## config.mk

```make
export PLATFORM = sky130hd
export DESIGN_NAME = ddc_top
export DESIGN_NICKNAME = d
export VERILOG_FILES = /design/src/rtl/ddc_pkg.sv /design/src/rtl/ddc_sync.sv /design/src/rtl/ddc_top.sv
export SDC_FILE = /design/constraint.sdc
export NUM_CORES = 1
export LEC_CHECK = 0
export BUFFER_PORTS_ARGS = -buffer_cell sky130_fd_sc_hd__buf_2
export CORE_ASPECT_RATIO = 0.75
export CORE_MARGIN = 2
export CORE_UTILIZATION = 56
export CTS_CLUSTER_DIAMETER = 80
export CTS_CLUSTER_SIZE = 8
export DETAILED_ROUTE_END_ITERATION = 16
export PLACE_DENSITY = 0.72
export SLEW_MARGIN = 10
export SYNTH_ARGS = -nofsm -noshare
export SYNTH_HDL_FRONTEND = slang
export SYNTH_SLANG_ARGS = --single-unit
```

## constraint.sdc

```tcl
create_clock -name SYS_CLK -period 3.84 [get_ports SYS_CLK]
set_input_delay 0.384 -clock SYS_CLK [delete_from_list [all_inputs] [get_ports SYS_CLK]]
set_output_delay 0.384 -clock SYS_CLK [all_outputs]
set_load 0.005 [all_outputs]
```

## src/rtl/ddc_pkg.sv

```systemverilog
// ddc_pkg: constants for the dual dac command control block.
// assumes a 100 MHz system clock and a slow host serial clock.
package ddc_pkg;
	// ----------------------------------------
	// frame layout
	// ----------------------------------------
	localparam int FRAME_BITS = 32;
	localparam int CMD_HI = 27;
	localparam int CMD_LO = 24;
	localparam int ADR_HI = 23;
	localparam int ADR_LO = 20;
	localparam int DATA_HI = 19;
	localparam int DATA_LO = 4;
	localparam int PMODE_HI = 9;
	localparam int PMODE_LO = 8;
	localparam int SEL_B = 3;
	localparam int SEL_A = 0;
	localparam int CHAIN_BIT = 1;
	localparam int CCODE_HI = 1;
	localparam int CCODE_LO = 0;
	// ----------------------------------------
	// command codes
	// ----------------------------------------
	localparam logic [3:0] CMD_WR_IN = 4'h0;
	localparam logic [3:0] CMD_UPD = 4'h1;
	localparam logic [3:0] CMD_WR_UPD_ALL = 4'h2;
	localparam logic [3:0] CMD_WR_UPD = 4'h3;
	localparam logic [3:0] CMD_PWR = 4'h4;
	localparam logic [3:0] CMD_CCODE = 4'h5;
	localparam logic [3:0] CMD_OVR = 4'h6;
	localparam logic [3:0] CMD_RESET = 4'h7;
	localparam logic [3:0] CMD_CHAIN = 4'h8;
	// ----------------------------------------
	// channel addresses
	// ----------------------------------------
	localparam logic [3:0] ADR_A = 4'h0;
	localparam logic [3:0] ADR_B = 4'h3;
	localparam logic [3:0] ADR_BOTH = 4'hF;
	// ----------------------------------------
	// codes
	// ----------------------------------------
	localparam logic [15:0] CODE_ZERO = 16'h0000;
	localparam logic [15:0] CODE_MID = 16'h8000;
	localparam logic [15:0] CODE_FULL = 16'hFFFF;
	localparam logic [1:0] CC_ZERO = 2'h0;
	localparam logic [1:0] CC_MID = 2'h1;
	localparam logic [1:0] CC_FULL = 2'h2;
	localparam logic [1:0] PM_NORMAL = 2'h0;
	// ----------------------------------------
	// timing
	// ----------------------------------------
	localparam int CLK_MHZ = 100;
	localparam int WAKE_NS = 4500;
	localparam int CLR_NS = 10600;
	localparam int WAKE_CYC = WAKE_NS * CLK_MHZ / 1000;
	localparam int CLR_CYC = CLR_NS * CLK_MHZ / 1000;
	// level pin needs its three flops plus one cycle before it is trusted
	localparam int POR_SETTLE = 4;
endpackage

```

## src/rtl/ddc_sync.sv

```systemverilog
// ddc_sync: three-stage synchroniser with agreement-based edge detect.
// assumes the input is asynchronous to clk.
`timescale 1ns/1ps
`default_nettype none
module ddc_sync (
	input wire logic clk,
	input wire logic srst,
	input wire logic rst_val,
	input wire logic async_in,
	output logic level,
	output logic rise,
	output logic fall
);
	// ----------------------------------------
	// sync chain
	// ----------------------------------------
	logic s1_reg;
	logic s2_reg;
	logic s3_reg;
	logic lvl_reg;
	// s1 feeds only s2; a change counts once s2 and s3 agree
	always_ff @(posedge clk) begin
		if (srst) begin
			// idle level of the pin, so no false edge follows reset
			s1_reg <= rst_val;
			s2_reg <= rst_val;
			s3_reg <= rst_val;
			lvl_reg <= rst_val;
		end else begin
			s1_reg <= async_in;
			s2_reg <= s1_reg;
			s3_reg <= s2_reg;
			if (s2_reg == s3_reg) begin
				lvl_reg <= s3_reg;
			end
		end
	end
	// reset value chosen by parent, held until first agreement
	wire agree = (s2_reg == s3_reg);
	assign level = agree ? s3_reg : lvl_reg;
	assign rise = agree & s3_reg & ~lvl_reg;
	assign fall = agree & ~s3_reg & lvl_reg;
endmodule
`default_nettype wire

```

## src/rtl/ddc_top.sv

```systemverilog
// ddc_top: command decoder and register control of a dual dac.
// assumes host serial clock far below 100 MHz; all pins pass ddc_sync.
`timescale 1ns/1ps
`default_nettype none
// Functional notes
// - frame: 4 ignored, cmd, addr, data
// - address 0 A, 3 B, F both
// - shift on falling clock, execute at 32
// - early frame end discards partial frame
// - command 8 sets chain enable bit
// - power-up code from reset-level pin
// - reset level held until valid write
// - command 7 software reset to pin level
// - command 4 sets power mode
// - mode 00 normal, others power-down
// - bits 3 and 0 select channels
// - power-down keeps dac registers
// - wake-up delays output valid by 4.5 us
// - wake output from input or dac register
// - clear falling edge loads clear code
// - clear code map, default zero
// - command 5 writes clear code
// - next valid write leaves clear; clear aborts frame
// - clear output delayed 10.6 us
// - load pin low updates at 32nd edge
// - load pin fall copies input registers
// - command 2 writes then updates all
// - override bit makes load seen low
module ddc_top #(
	parameter int WAKE_CYCLES = ddc_pkg::WAKE_CYC,
	parameter int CLR_CYCLES = ddc_pkg::CLR_CYC
) (
	input wire logic SYS_CLK,
	input wire logic SRST,
	input wire logic SERIAL_CLK,
	input wire logic FRAME_SEL_N,
	input wire logic SERIAL_DATA,
	input wire logic LOAD_UPDATE_PIN_N,
	input wire logic ASYNC_CLEAR_INPUT_N,
	input wire logic RESET_LEVEL_SEL,
	output logic [15:0] OUT_CODE_A,
	output logic [15:0] OUT_CODE_B,
	output logic [1:0] POWER_MODE_A,
	output logic [1:0] POWER_MODE_B,
	output logic OUT_VALID_A,
	output logic OUT_VALID_B,
	output logic CHAIN_ENABLE,
	output logic CLEAR_ACTIVE
);
	// ----------------------------------------
	// pin synchronisers
	// ----------------------------------------
	logic sclk_fall, frm_n, frm_rise, ld_n, ld_fall, clr_fall, din, por_lvl;
	// reset values match each pin's idle level, save the level pin, so
	// no false edge shows in the first cycles after reset
	// serial clock parks high; only its fall is used
	ddc_sync u_sclk (.clk(SYS_CLK), .srst(SRST), .rst_val(1'b1), .async_in(SERIAL_CLK),
		.level(), .rise(), .fall(sclk_fall));
	// frame select idles high between frames
	ddc_sync u_frm (.clk(SYS_CLK), .srst(SRST), .rst_val(1'b1), .async_in(FRAME_SEL_N),
		.level(frm_n), .rise(frm_rise), .fall());
	// data shares the clock's delay, so bit and edge line up
	ddc_sync u_din (.clk(SYS_CLK), .srst(SRST), .rst_val(1'b0), .async_in(SERIAL_DATA),
		.level(din), .rise(), .fall());
	// load pin idles high
	ddc_sync u_ld (.clk(SYS_CLK), .srst(SRST), .rst_val(1'b1), .async_in(LOAD_UPDATE_PIN_N),
		.level(ld_n), .rise(), .fall(ld_fall));
	// clear pin idles high
	ddc_sync u_clr (.clk(SYS_CLK), .srst(SRST), .rst_val(1'b1), .async_in(ASYNC_CLEAR_INPUT_N),
		.level(), .rise(), .fall(clr_fall));
	// level pin is static; its value is unknown until synced
	ddc_sync u_por (.clk(SYS_CLK), .srst(SRST), .rst_val(1'b0), .async_in(RESET_LEVEL_SEL),
		.level(por_lvl), .rise(), .fall());

	// ----------------------------------------
	// state
	// ----------------------------------------
	logic [31:0] shift_reg; // serial shift register
	logic [5:0] cnt_reg; // falling edges seen
	logic [15:0] in_reg [2]; // input registers, index 0 = A
	logic [15:0] dac_reg [2]; // dac registers
	logic [15:0] out_reg [2]; // delayed output codes
	logic [1:0] pm_reg [2]; // power modes
	logic [1:0] ovr_reg; // load override mask
	logic [1:0] cc_reg; // clear code select
	logic chain_reg; // chain enable
	logic clr_reg; // in clear state
	logic [1:0] vld_reg; // output valid per channel
	logic [31:0] wake_cnt_reg [2]; // wake-up timers
	logic [31:0] clr_cnt_reg; // clear activation timer
	logic [2:0] por_cnt_reg; // cycles left to reload the reset level

	// ----------------------------------------
	// frame decode
	// ----------------------------------------
	// shift on falling edge while frame low
	wire shift_en = sclk_fall & ~frm_n;
	// frame as it stands after this shift
	wire [31:0] frame = {shift_reg[30:0], din};
	wire exec = shift_en & (cnt_reg == 6'(ddc_pkg::FRAME_BITS - 1)) & ~clr_fall;
	wire [3:0] cmd = frame[ddc_pkg::CMD_HI:ddc_pkg::CMD_LO];
	wire [3:0] adr = frame[ddc_pkg::ADR_HI:ddc_pkg::ADR_LO];
	wire [15:0] data = frame[ddc_pkg::DATA_HI:ddc_pkg::DATA_LO];
	wire [1:0] pmode = frame[ddc_pkg::PMODE_HI:ddc_pkg::PMODE_LO];
	wire [1:0] selmask = {frame[ddc_pkg::SEL_B], frame[ddc_pkg::SEL_A]};
	wire [1:0] ccnew = frame[ddc_pkg::CCODE_HI:ddc_pkg::CCODE_LO];

	// address decode; reserved gives no channel
	function automatic logic [1:0] adr_dec(input logic [3:0] a);
		case (a)
			ddc_pkg::ADR_A: adr_dec = 2'h1;
			ddc_pkg::ADR_B: adr_dec = 2'h2;
			ddc_pkg::ADR_BOTH: adr_dec = 2'h3;
			default: adr_dec = 2'h0;
		endcase
	endfunction
	function automatic logic [15:0] cc_dec(input logic [1:0] c);
		case (c)
			ddc_pkg::CC_ZERO: cc_dec = ddc_pkg::CODE_ZERO;
			ddc_pkg::CC_MID: cc_dec = ddc_pkg::CODE_MID;
			default: cc_dec = ddc_pkg::CODE_FULL;
		endcase
	endfunction

	wire [1:0] ach = adr_dec(adr);
	// reserved address means no channel touched
	wire adr_ok = (ach != 2'h0);
	wire do_wr = exec & adr_ok & ((cmd == ddc_pkg::CMD_WR_IN) | (cmd == ddc_pkg::CMD_WR_UPD)
		| (cmd == ddc_pkg::CMD_WR_UPD_ALL));
	wire do_upd_n = exec & adr_ok & ((cmd == ddc_pkg::CMD_UPD) | (cmd == ddc_pkg::CMD_WR_UPD));
	wire do_upd_all = exec & adr_ok & (cmd == ddc_pkg::CMD_WR_UPD_ALL);
	// power, clear code, override, reset and chain ignore the address
	wire do_pwr = exec & (cmd == ddc_pkg::CMD_PWR);
	wire do_cc = exec & (cmd == ddc_pkg::CMD_CCODE);
	wire do_ovr = exec & (cmd == ddc_pkg::CMD_OVR);
	wire do_rst = exec & (cmd == ddc_pkg::CMD_RESET);
	wire do_chain = exec & (cmd == ddc_pkg::CMD_CHAIN);
	// any recognised, well-addressed frame counts as valid write
	wire valid_wr = do_wr | do_upd_n | do_pwr | do_cc | do_ovr | do_rst | do_chain;
	wire [15:0] por_code = por_lvl ? ddc_pkg::CODE_MID : ddc_pkg::CODE_ZERO;
	// code 11 leaves codes and clear state alone on clear
	wire clr_go = clr_fall & (cc_reg != 2'h3);
	// reload until the level pin has crossed its sync chain
	wire por_pend = (por_cnt_reg != 3'h0);

	// ----------------------------------------
	// shift register and bit counter
	// ----------------------------------------
	// a clear mid-frame restarts the count, so the frame's rest falls short
	// frame end or clear discards partial frame
	always_ff @(posedge SYS_CLK) begin
		if (SRST | frm_rise | clr_fall | frm_n) begin
			shift_reg <= 32'h0000_0000;
			cnt_reg <= 6'h00;
		end else if (shift_en) begin
			shift_reg <= frame;
			cnt_reg <= (cnt_reg == 6'(ddc_pkg::FRAME_BITS - 1)) ? 6'h00 : cnt_reg + 6'h01;
		end
	end

	// ----------------------------------------
	// control registers
	// ----------------------------------------
	always_ff @(posedge SYS_CLK) begin
		if (SRST) begin
			chain_reg <= 1'b0;
			cc_reg <= ddc_pkg::CC_ZERO;
			ovr_reg <= 2'h0;
			clr_reg <= 1'b0;
			por_cnt_reg <= 3'(ddc_pkg::POR_SETTLE);
		end else begin
			if (do_chain) chain_reg <= frame[ddc_pkg::CHAIN_BIT];
			if (do_cc) cc_reg <= ccnew;
			if (do_ovr) ovr_reg <= selmask;
			if (do_rst) begin
				chain_reg <= 1'b0;
				cc_reg <= ddc_pkg::CC_ZERO;
				ovr_reg <= 2'h0;
			end
			// clear wins; left on next complete write
			if (clr_go) clr_reg <= 1'b1;
			else if (valid_wr) clr_reg <= 1'b0;
			// count down while the reset code is reloaded
			if (por_pend) begin
				por_cnt_reg <= por_cnt_reg - 3'h1;
			end
		end
	end

	// ----------------------------------------
	// per-channel data path
	// ----------------------------------------
	// one copy of the data path per channel; index 0 is A
	genvar ch;
	generate
		for (ch = 0; ch < 2; ch++) begin : g_ch
			// channel addressed by this frame
			wire hit = ach[ch];
			// override makes load pin seen low
			wire ld_low = ~ld_n | ovr_reg[ch];
			// input register takes data of an addressed write
			wire [15:0] in_next = (do_wr & hit) ? data : in_reg[ch];
			wire sync_ld = do_wr & hit & ld_low;
			// load pin fall copies input register
			wire async_ld = ld_fall | (ovr_reg[ch] & do_wr);
			// any load source moves the input into the dac register
			wire upd = do_upd_all | (do_upd_n & hit) | sync_ld | async_ld;
			// power command aimed at this channel
			wire pm_hit = do_pwr & selmask[ch];
			wire waking = pm_hit & (pmode == ddc_pkg::PM_NORMAL) & (pm_reg[ch] != ddc_pkg::PM_NORMAL);
			always_ff @(posedge SYS_CLK) begin
				if (SRST) begin
					in_reg[ch] <= ddc_pkg::CODE_ZERO;
					dac_reg[ch] <= ddc_pkg::CODE_ZERO;
					pm_reg[ch] <= ddc_pkg::PM_NORMAL;
					wake_cnt_reg[ch] <= 32'h0000_0000;
				end else if (por_pend | do_rst) begin
					// load reset code and hold it
					in_reg[ch] <= por_code;
					dac_reg[ch] <= por_code;
					pm_reg[ch] <= ddc_pkg::PM_NORMAL;
					wake_cnt_reg[ch] <= 32'h0000_0000;
				end else if (clr_go) begin
					in_reg[ch] <= cc_dec(cc_reg);
					dac_reg[ch] <= cc_dec(cc_reg);
				end else begin
					in_reg[ch] <= in_next;
					if (upd) dac_reg[ch] <= in_next;
					// new mode for selected channels only
					if (pm_hit) pm_reg[ch] <= pmode;
					// wake with load low takes input register
					if (waking & ~ld_low) dac_reg[ch] <= dac_reg[ch];
					else if (waking) dac_reg[ch] <= in_next;
					if (waking) wake_cnt_reg[ch] <= 32'(WAKE_CYCLES);
					else if (wake_cnt_reg[ch] != 32'h0000_0000)
						wake_cnt_reg[ch] <= wake_cnt_reg[ch] - 32'h0000_0001;
				end
			end
		end
	endgenerate

	// ----------------------------------------
	// output stage with model delays
	// ----------------------------------------
	// clear output delay timer
	always_ff @(posedge SYS_CLK) begin
		if (SRST) begin
			clr_cnt_reg <= 32'h0000_0000;
		end else if (clr_go) begin
			clr_cnt_reg <= 32'(CLR_CYCLES);
		end else if (clr_cnt_reg != 32'h0000_0000) begin
			clr_cnt_reg <= clr_cnt_reg - 32'h0000_0001;
		end
	end

	// trade-off: the clear timer freezes the codes, so writes in it show late
	// output codes follow dac registers once the clear timer lapses
	always_ff @(posedge SYS_CLK) begin
		if (SRST) begin
			out_reg[0] <= ddc_pkg::CODE_ZERO;
			out_reg[1] <= ddc_pkg::CODE_ZERO;
			vld_reg <= 2'h0;
			OUT_CODE_A <= ddc_pkg::CODE_ZERO;
			OUT_CODE_B <= ddc_pkg::CODE_ZERO;
			POWER_MODE_A <= ddc_pkg::PM_NORMAL;
			POWER_MODE_B <= ddc_pkg::PM_NORMAL;
			OUT_VALID_A <= 1'b0;
			OUT_VALID_B <= 1'b0;
			CHAIN_ENABLE <= 1'b0;
			CLEAR_ACTIVE <= 1'b0;
		end else begin
			for (int i = 0; i < 2; i++) begin
				// hold old code during clear delay
				if (clr_cnt_reg == 32'h0000_0000) out_reg[i] <= dac_reg[i];
				// valid only when normal and awake
				vld_reg[i] <= (pm_reg[i] == ddc_pkg::PM_NORMAL) &&
					(wake_cnt_reg[i] == 32'h0000_0000);
			end
			// every port comes straight from a flop
			OUT_CODE_A <= out_reg[0];
			OUT_CODE_B <= out_reg[1];
			POWER_MODE_A <= pm_reg[0];
			POWER_MODE_B <= pm_reg[1];
			OUT_VALID_A <= vld_reg[0];
			OUT_VALID_B <= vld_reg[1];
			CHAIN_ENABLE <= chain_reg;
			CLEAR_ACTIVE <= clr_reg;
		end
	end
endmodule
`default_nettype wire

```

==> run_results.csv <==
group,metric,value,unit
critical_path,critPathRequiredTime,4.02,ns
place,gp_congestion,0.822,
critical_path,crit_path_end_kind,"flip-flop",
clock_network,clockBufferDepth,3,
grt,grt_max_degree,74,
logic_synthesis,ys_top_cells_by_count,"164 x edfxtp_1, 140 x dfxtp_1, 125 x nor2_1, 104 x nand2_1, 64 x o21ai_0",
sta,period_needed,3.06,ns
place,pre_cts_ws,0.780,ns
critical_path,criticalPathCategory,"flip-flop to flip-flop",
clock_network,post_cts_buffers,0,
sta,drv_slew,0,
clock_network,post_cts_resized,0,
finish,n_fill_cell,1705,
floorplan,initial_core_util,57.7,%
logic_synthesis,yosysMostFrequentCell,"edfxtp_1",
floorplan,die_height,135,um
detailed_routing,route.vias.total,8677,
finish,antenna-diode-count,0,
sta,finalHoldViolations,0,
clock_network,cts_tree,"done",
sta,rsz0062_at_grt,"false",
logic_synthesis,yosys-top-cells-area,"edfxtp_1 38%, dfxtp_1 22%, nor2_1 3.6%",
sta,fin_skew,0.0139,ns
logic_synthesis,ys_seq_elements,304,
logic_synthesis,syn_inst,1178,
grt,grt_antenna_before_repair,0,
finish,nets,1280,
sta,hold_ws,0.0444,ns
pwr,irDropWorstVdd,0.000595,V
clock_network,holdBufCountCts,0,
critical_path,rr_worst_depth,8,
finish,largest_register_ffs,64,
detailed_routing,drt_wl_total,25.4,mm
logic_synthesis,synth_warnings,0,
outcome,status,"finished, final reports clean",
finish,drive_above_1_share,11.3,%
finish,synthToLayoutAreaGrowth,14.7,%
grt,grt_pass1_vias,8005,
place,place.detailed.hpwl,16.3,mm
critical_path,cp-start-kind,"flip-flop",
sta,setup_violations,0,
sta,slew_headroom,30.4,%
place,portBuffers,47,
grt,grtUsageTotal,21.4,%
floorplan,num_rows,47,
clock_network,root_buffer,"clkbuf_16",
logic_synthesis,synth-edff-count,164,
floorplan,die_w,179,um
logic_synthesis,async_flop_share,0,%
worst_hold_path,hold_class,"input port to flip-flop",
logic_synthesis,synth.top_cell.area_share,38.3,%
sta,max_freq,327,MHz
detailed_routing,drt-pass1-iter-count,5,
logic_synthesis,synth_area,12900,um2
floorplan,core,22300,um2
logic_synthesis,synth_area_per_cell,10.9,um2
clock_network,htreeDepth,2,
floorplan,io_pins,48,
pwr,powerDensity,820,nW/um2
sta,min_period_over_period,79.7,%
logic_synthesis,synth_top_area_cell,"edfxtp_1",
logic_synthesis,synthFlopType,"edfxtp_1",
logic_synthesis,synth.distinct_cells,59,
grt,gr-total-overflow,0,
clock_network,numCtsBuffers,43,
sta,setup-tns-final,0,ns
critical_path,cp_max_fo,32,
grt,grt_first_pass_wirelength,41.3,mm
clock_network,cts_sinks,304,
clock_network,path_clk_slew,0.05,ns
detailed_routing,drtIter0Drc,712,
detailed_routing,drc,0,
floorplan,die_area,24200,um2
sta,worstMarginPinSlew,1.04,ns
logic_synthesis,yosysSeqAreaShare,60.1,%
critical_path,cp.arrival,3.24,ns
run,maxCapViolCount,0,
pwr,fin_total_pwr,12.1,mW
sta,fin_ws,0.780,ns
detailed_routing,viasPerCell,5.46,
clock_network,clk_latency,0.53,ns
worst_hold_path,holdPathStages,2,
detailed_routing,wire_per_inst,16.0,um
detailed_routing,ant_nets,0,
pwr,p_leak,6.04,nW
[cell type report]
class / instances / area [um2] / area share (%)
clock buffer: 76 / 1200 / 8.14
clock inverter: 3 / 52.6 / 0.356
inverter: 20 / 75.1 / 0.509
multi-input combinational: 825 / 4930 / 33.4
sequential: 304 / 7730 / 52.4
tap: 294 / 368 / 2.49
timing repair buffer: 68 / 393 / 2.66
[routing by layer]
metal	vias to the layer above	GRT usage, %	wire length, um
met2	236	29.3	10300
li1	4348	-	-
met3	36	4.38	1600
met4	0	5.65	421
met1	4057	34.3	13100
met5	-	0	0
[logic make-up after synthesis]
kind of cell    after synthesis  synth area share (%)
buf+inv                      80                  2.50
simple gates                494                  20.2
other cells                   1                0.0292
fa+ha+maj                    12                  1.13
compound gates              164                  7.36
xor+xnor                     85                  5.79
flops                       304                  60.1
mux                          38                  2.97
[metrics by stage]
stage                     cells  utilization (%)  instance area, um2
after floorplan            1209                -               13000
after global placement     1511             60.6               13500
after detailed placement   1511             60.6               13500
after CTS                  1590             66.2               14700
after global routing       1590             66.2               14700
final                      1590             66.2               14700
[cell usage in the layout (no fill, tap or decap), drive strengths merged, types with 29 or more instances in the layout]
master and n:
edfxtp 164, dfxtp 140, nor2 126, nand2 104, clkbuf 76, buf 68, o21ai 64, a21oi 54
nor2b 49, xnor2 48, and3 38, xor2 37, mux2i 37, conb 32, nor4 29
[critical path, cell delays in order, from the launching register on]
cell and delay (ns):
dfxtp_1 0.32, inv_1 0.08, ha_1 0.19, or3b_2 0.52, a21o_1 0.21, a31oi_1 0.63, nand2_1 0.23, nand3_1 0.12
buf_4 0.38
[power by group]
group / total (mW) / internal, mW / switching, mW
clock: 3.45 / 2.11 / 1.34
sequential: 4.67 / 4.20 / 0.463
combinational: 3.97 / 1.68 / 2.29
total: 12.1 / 8.00 / 4.09
[path summary, 6_finish.rpt]
| check | start | to | slack [ns] |
|---|---|---|---|
| max reg2reg | por_cnt_reg[0] | wake_cnt_reg[0][25] | 0.78 |
| min reg2reg | u_frm.s1_reg | u_frm.s2_reg | 0.41 |
| max | por_cnt_reg[0] | wake_cnt_reg[0][25] | 0.78 |
| min | ASYNC_CLEAR_INPUT_N | u_clr.s1_reg | 0.04 |
No activity file was read; power rests on OpenSTA's default activity.
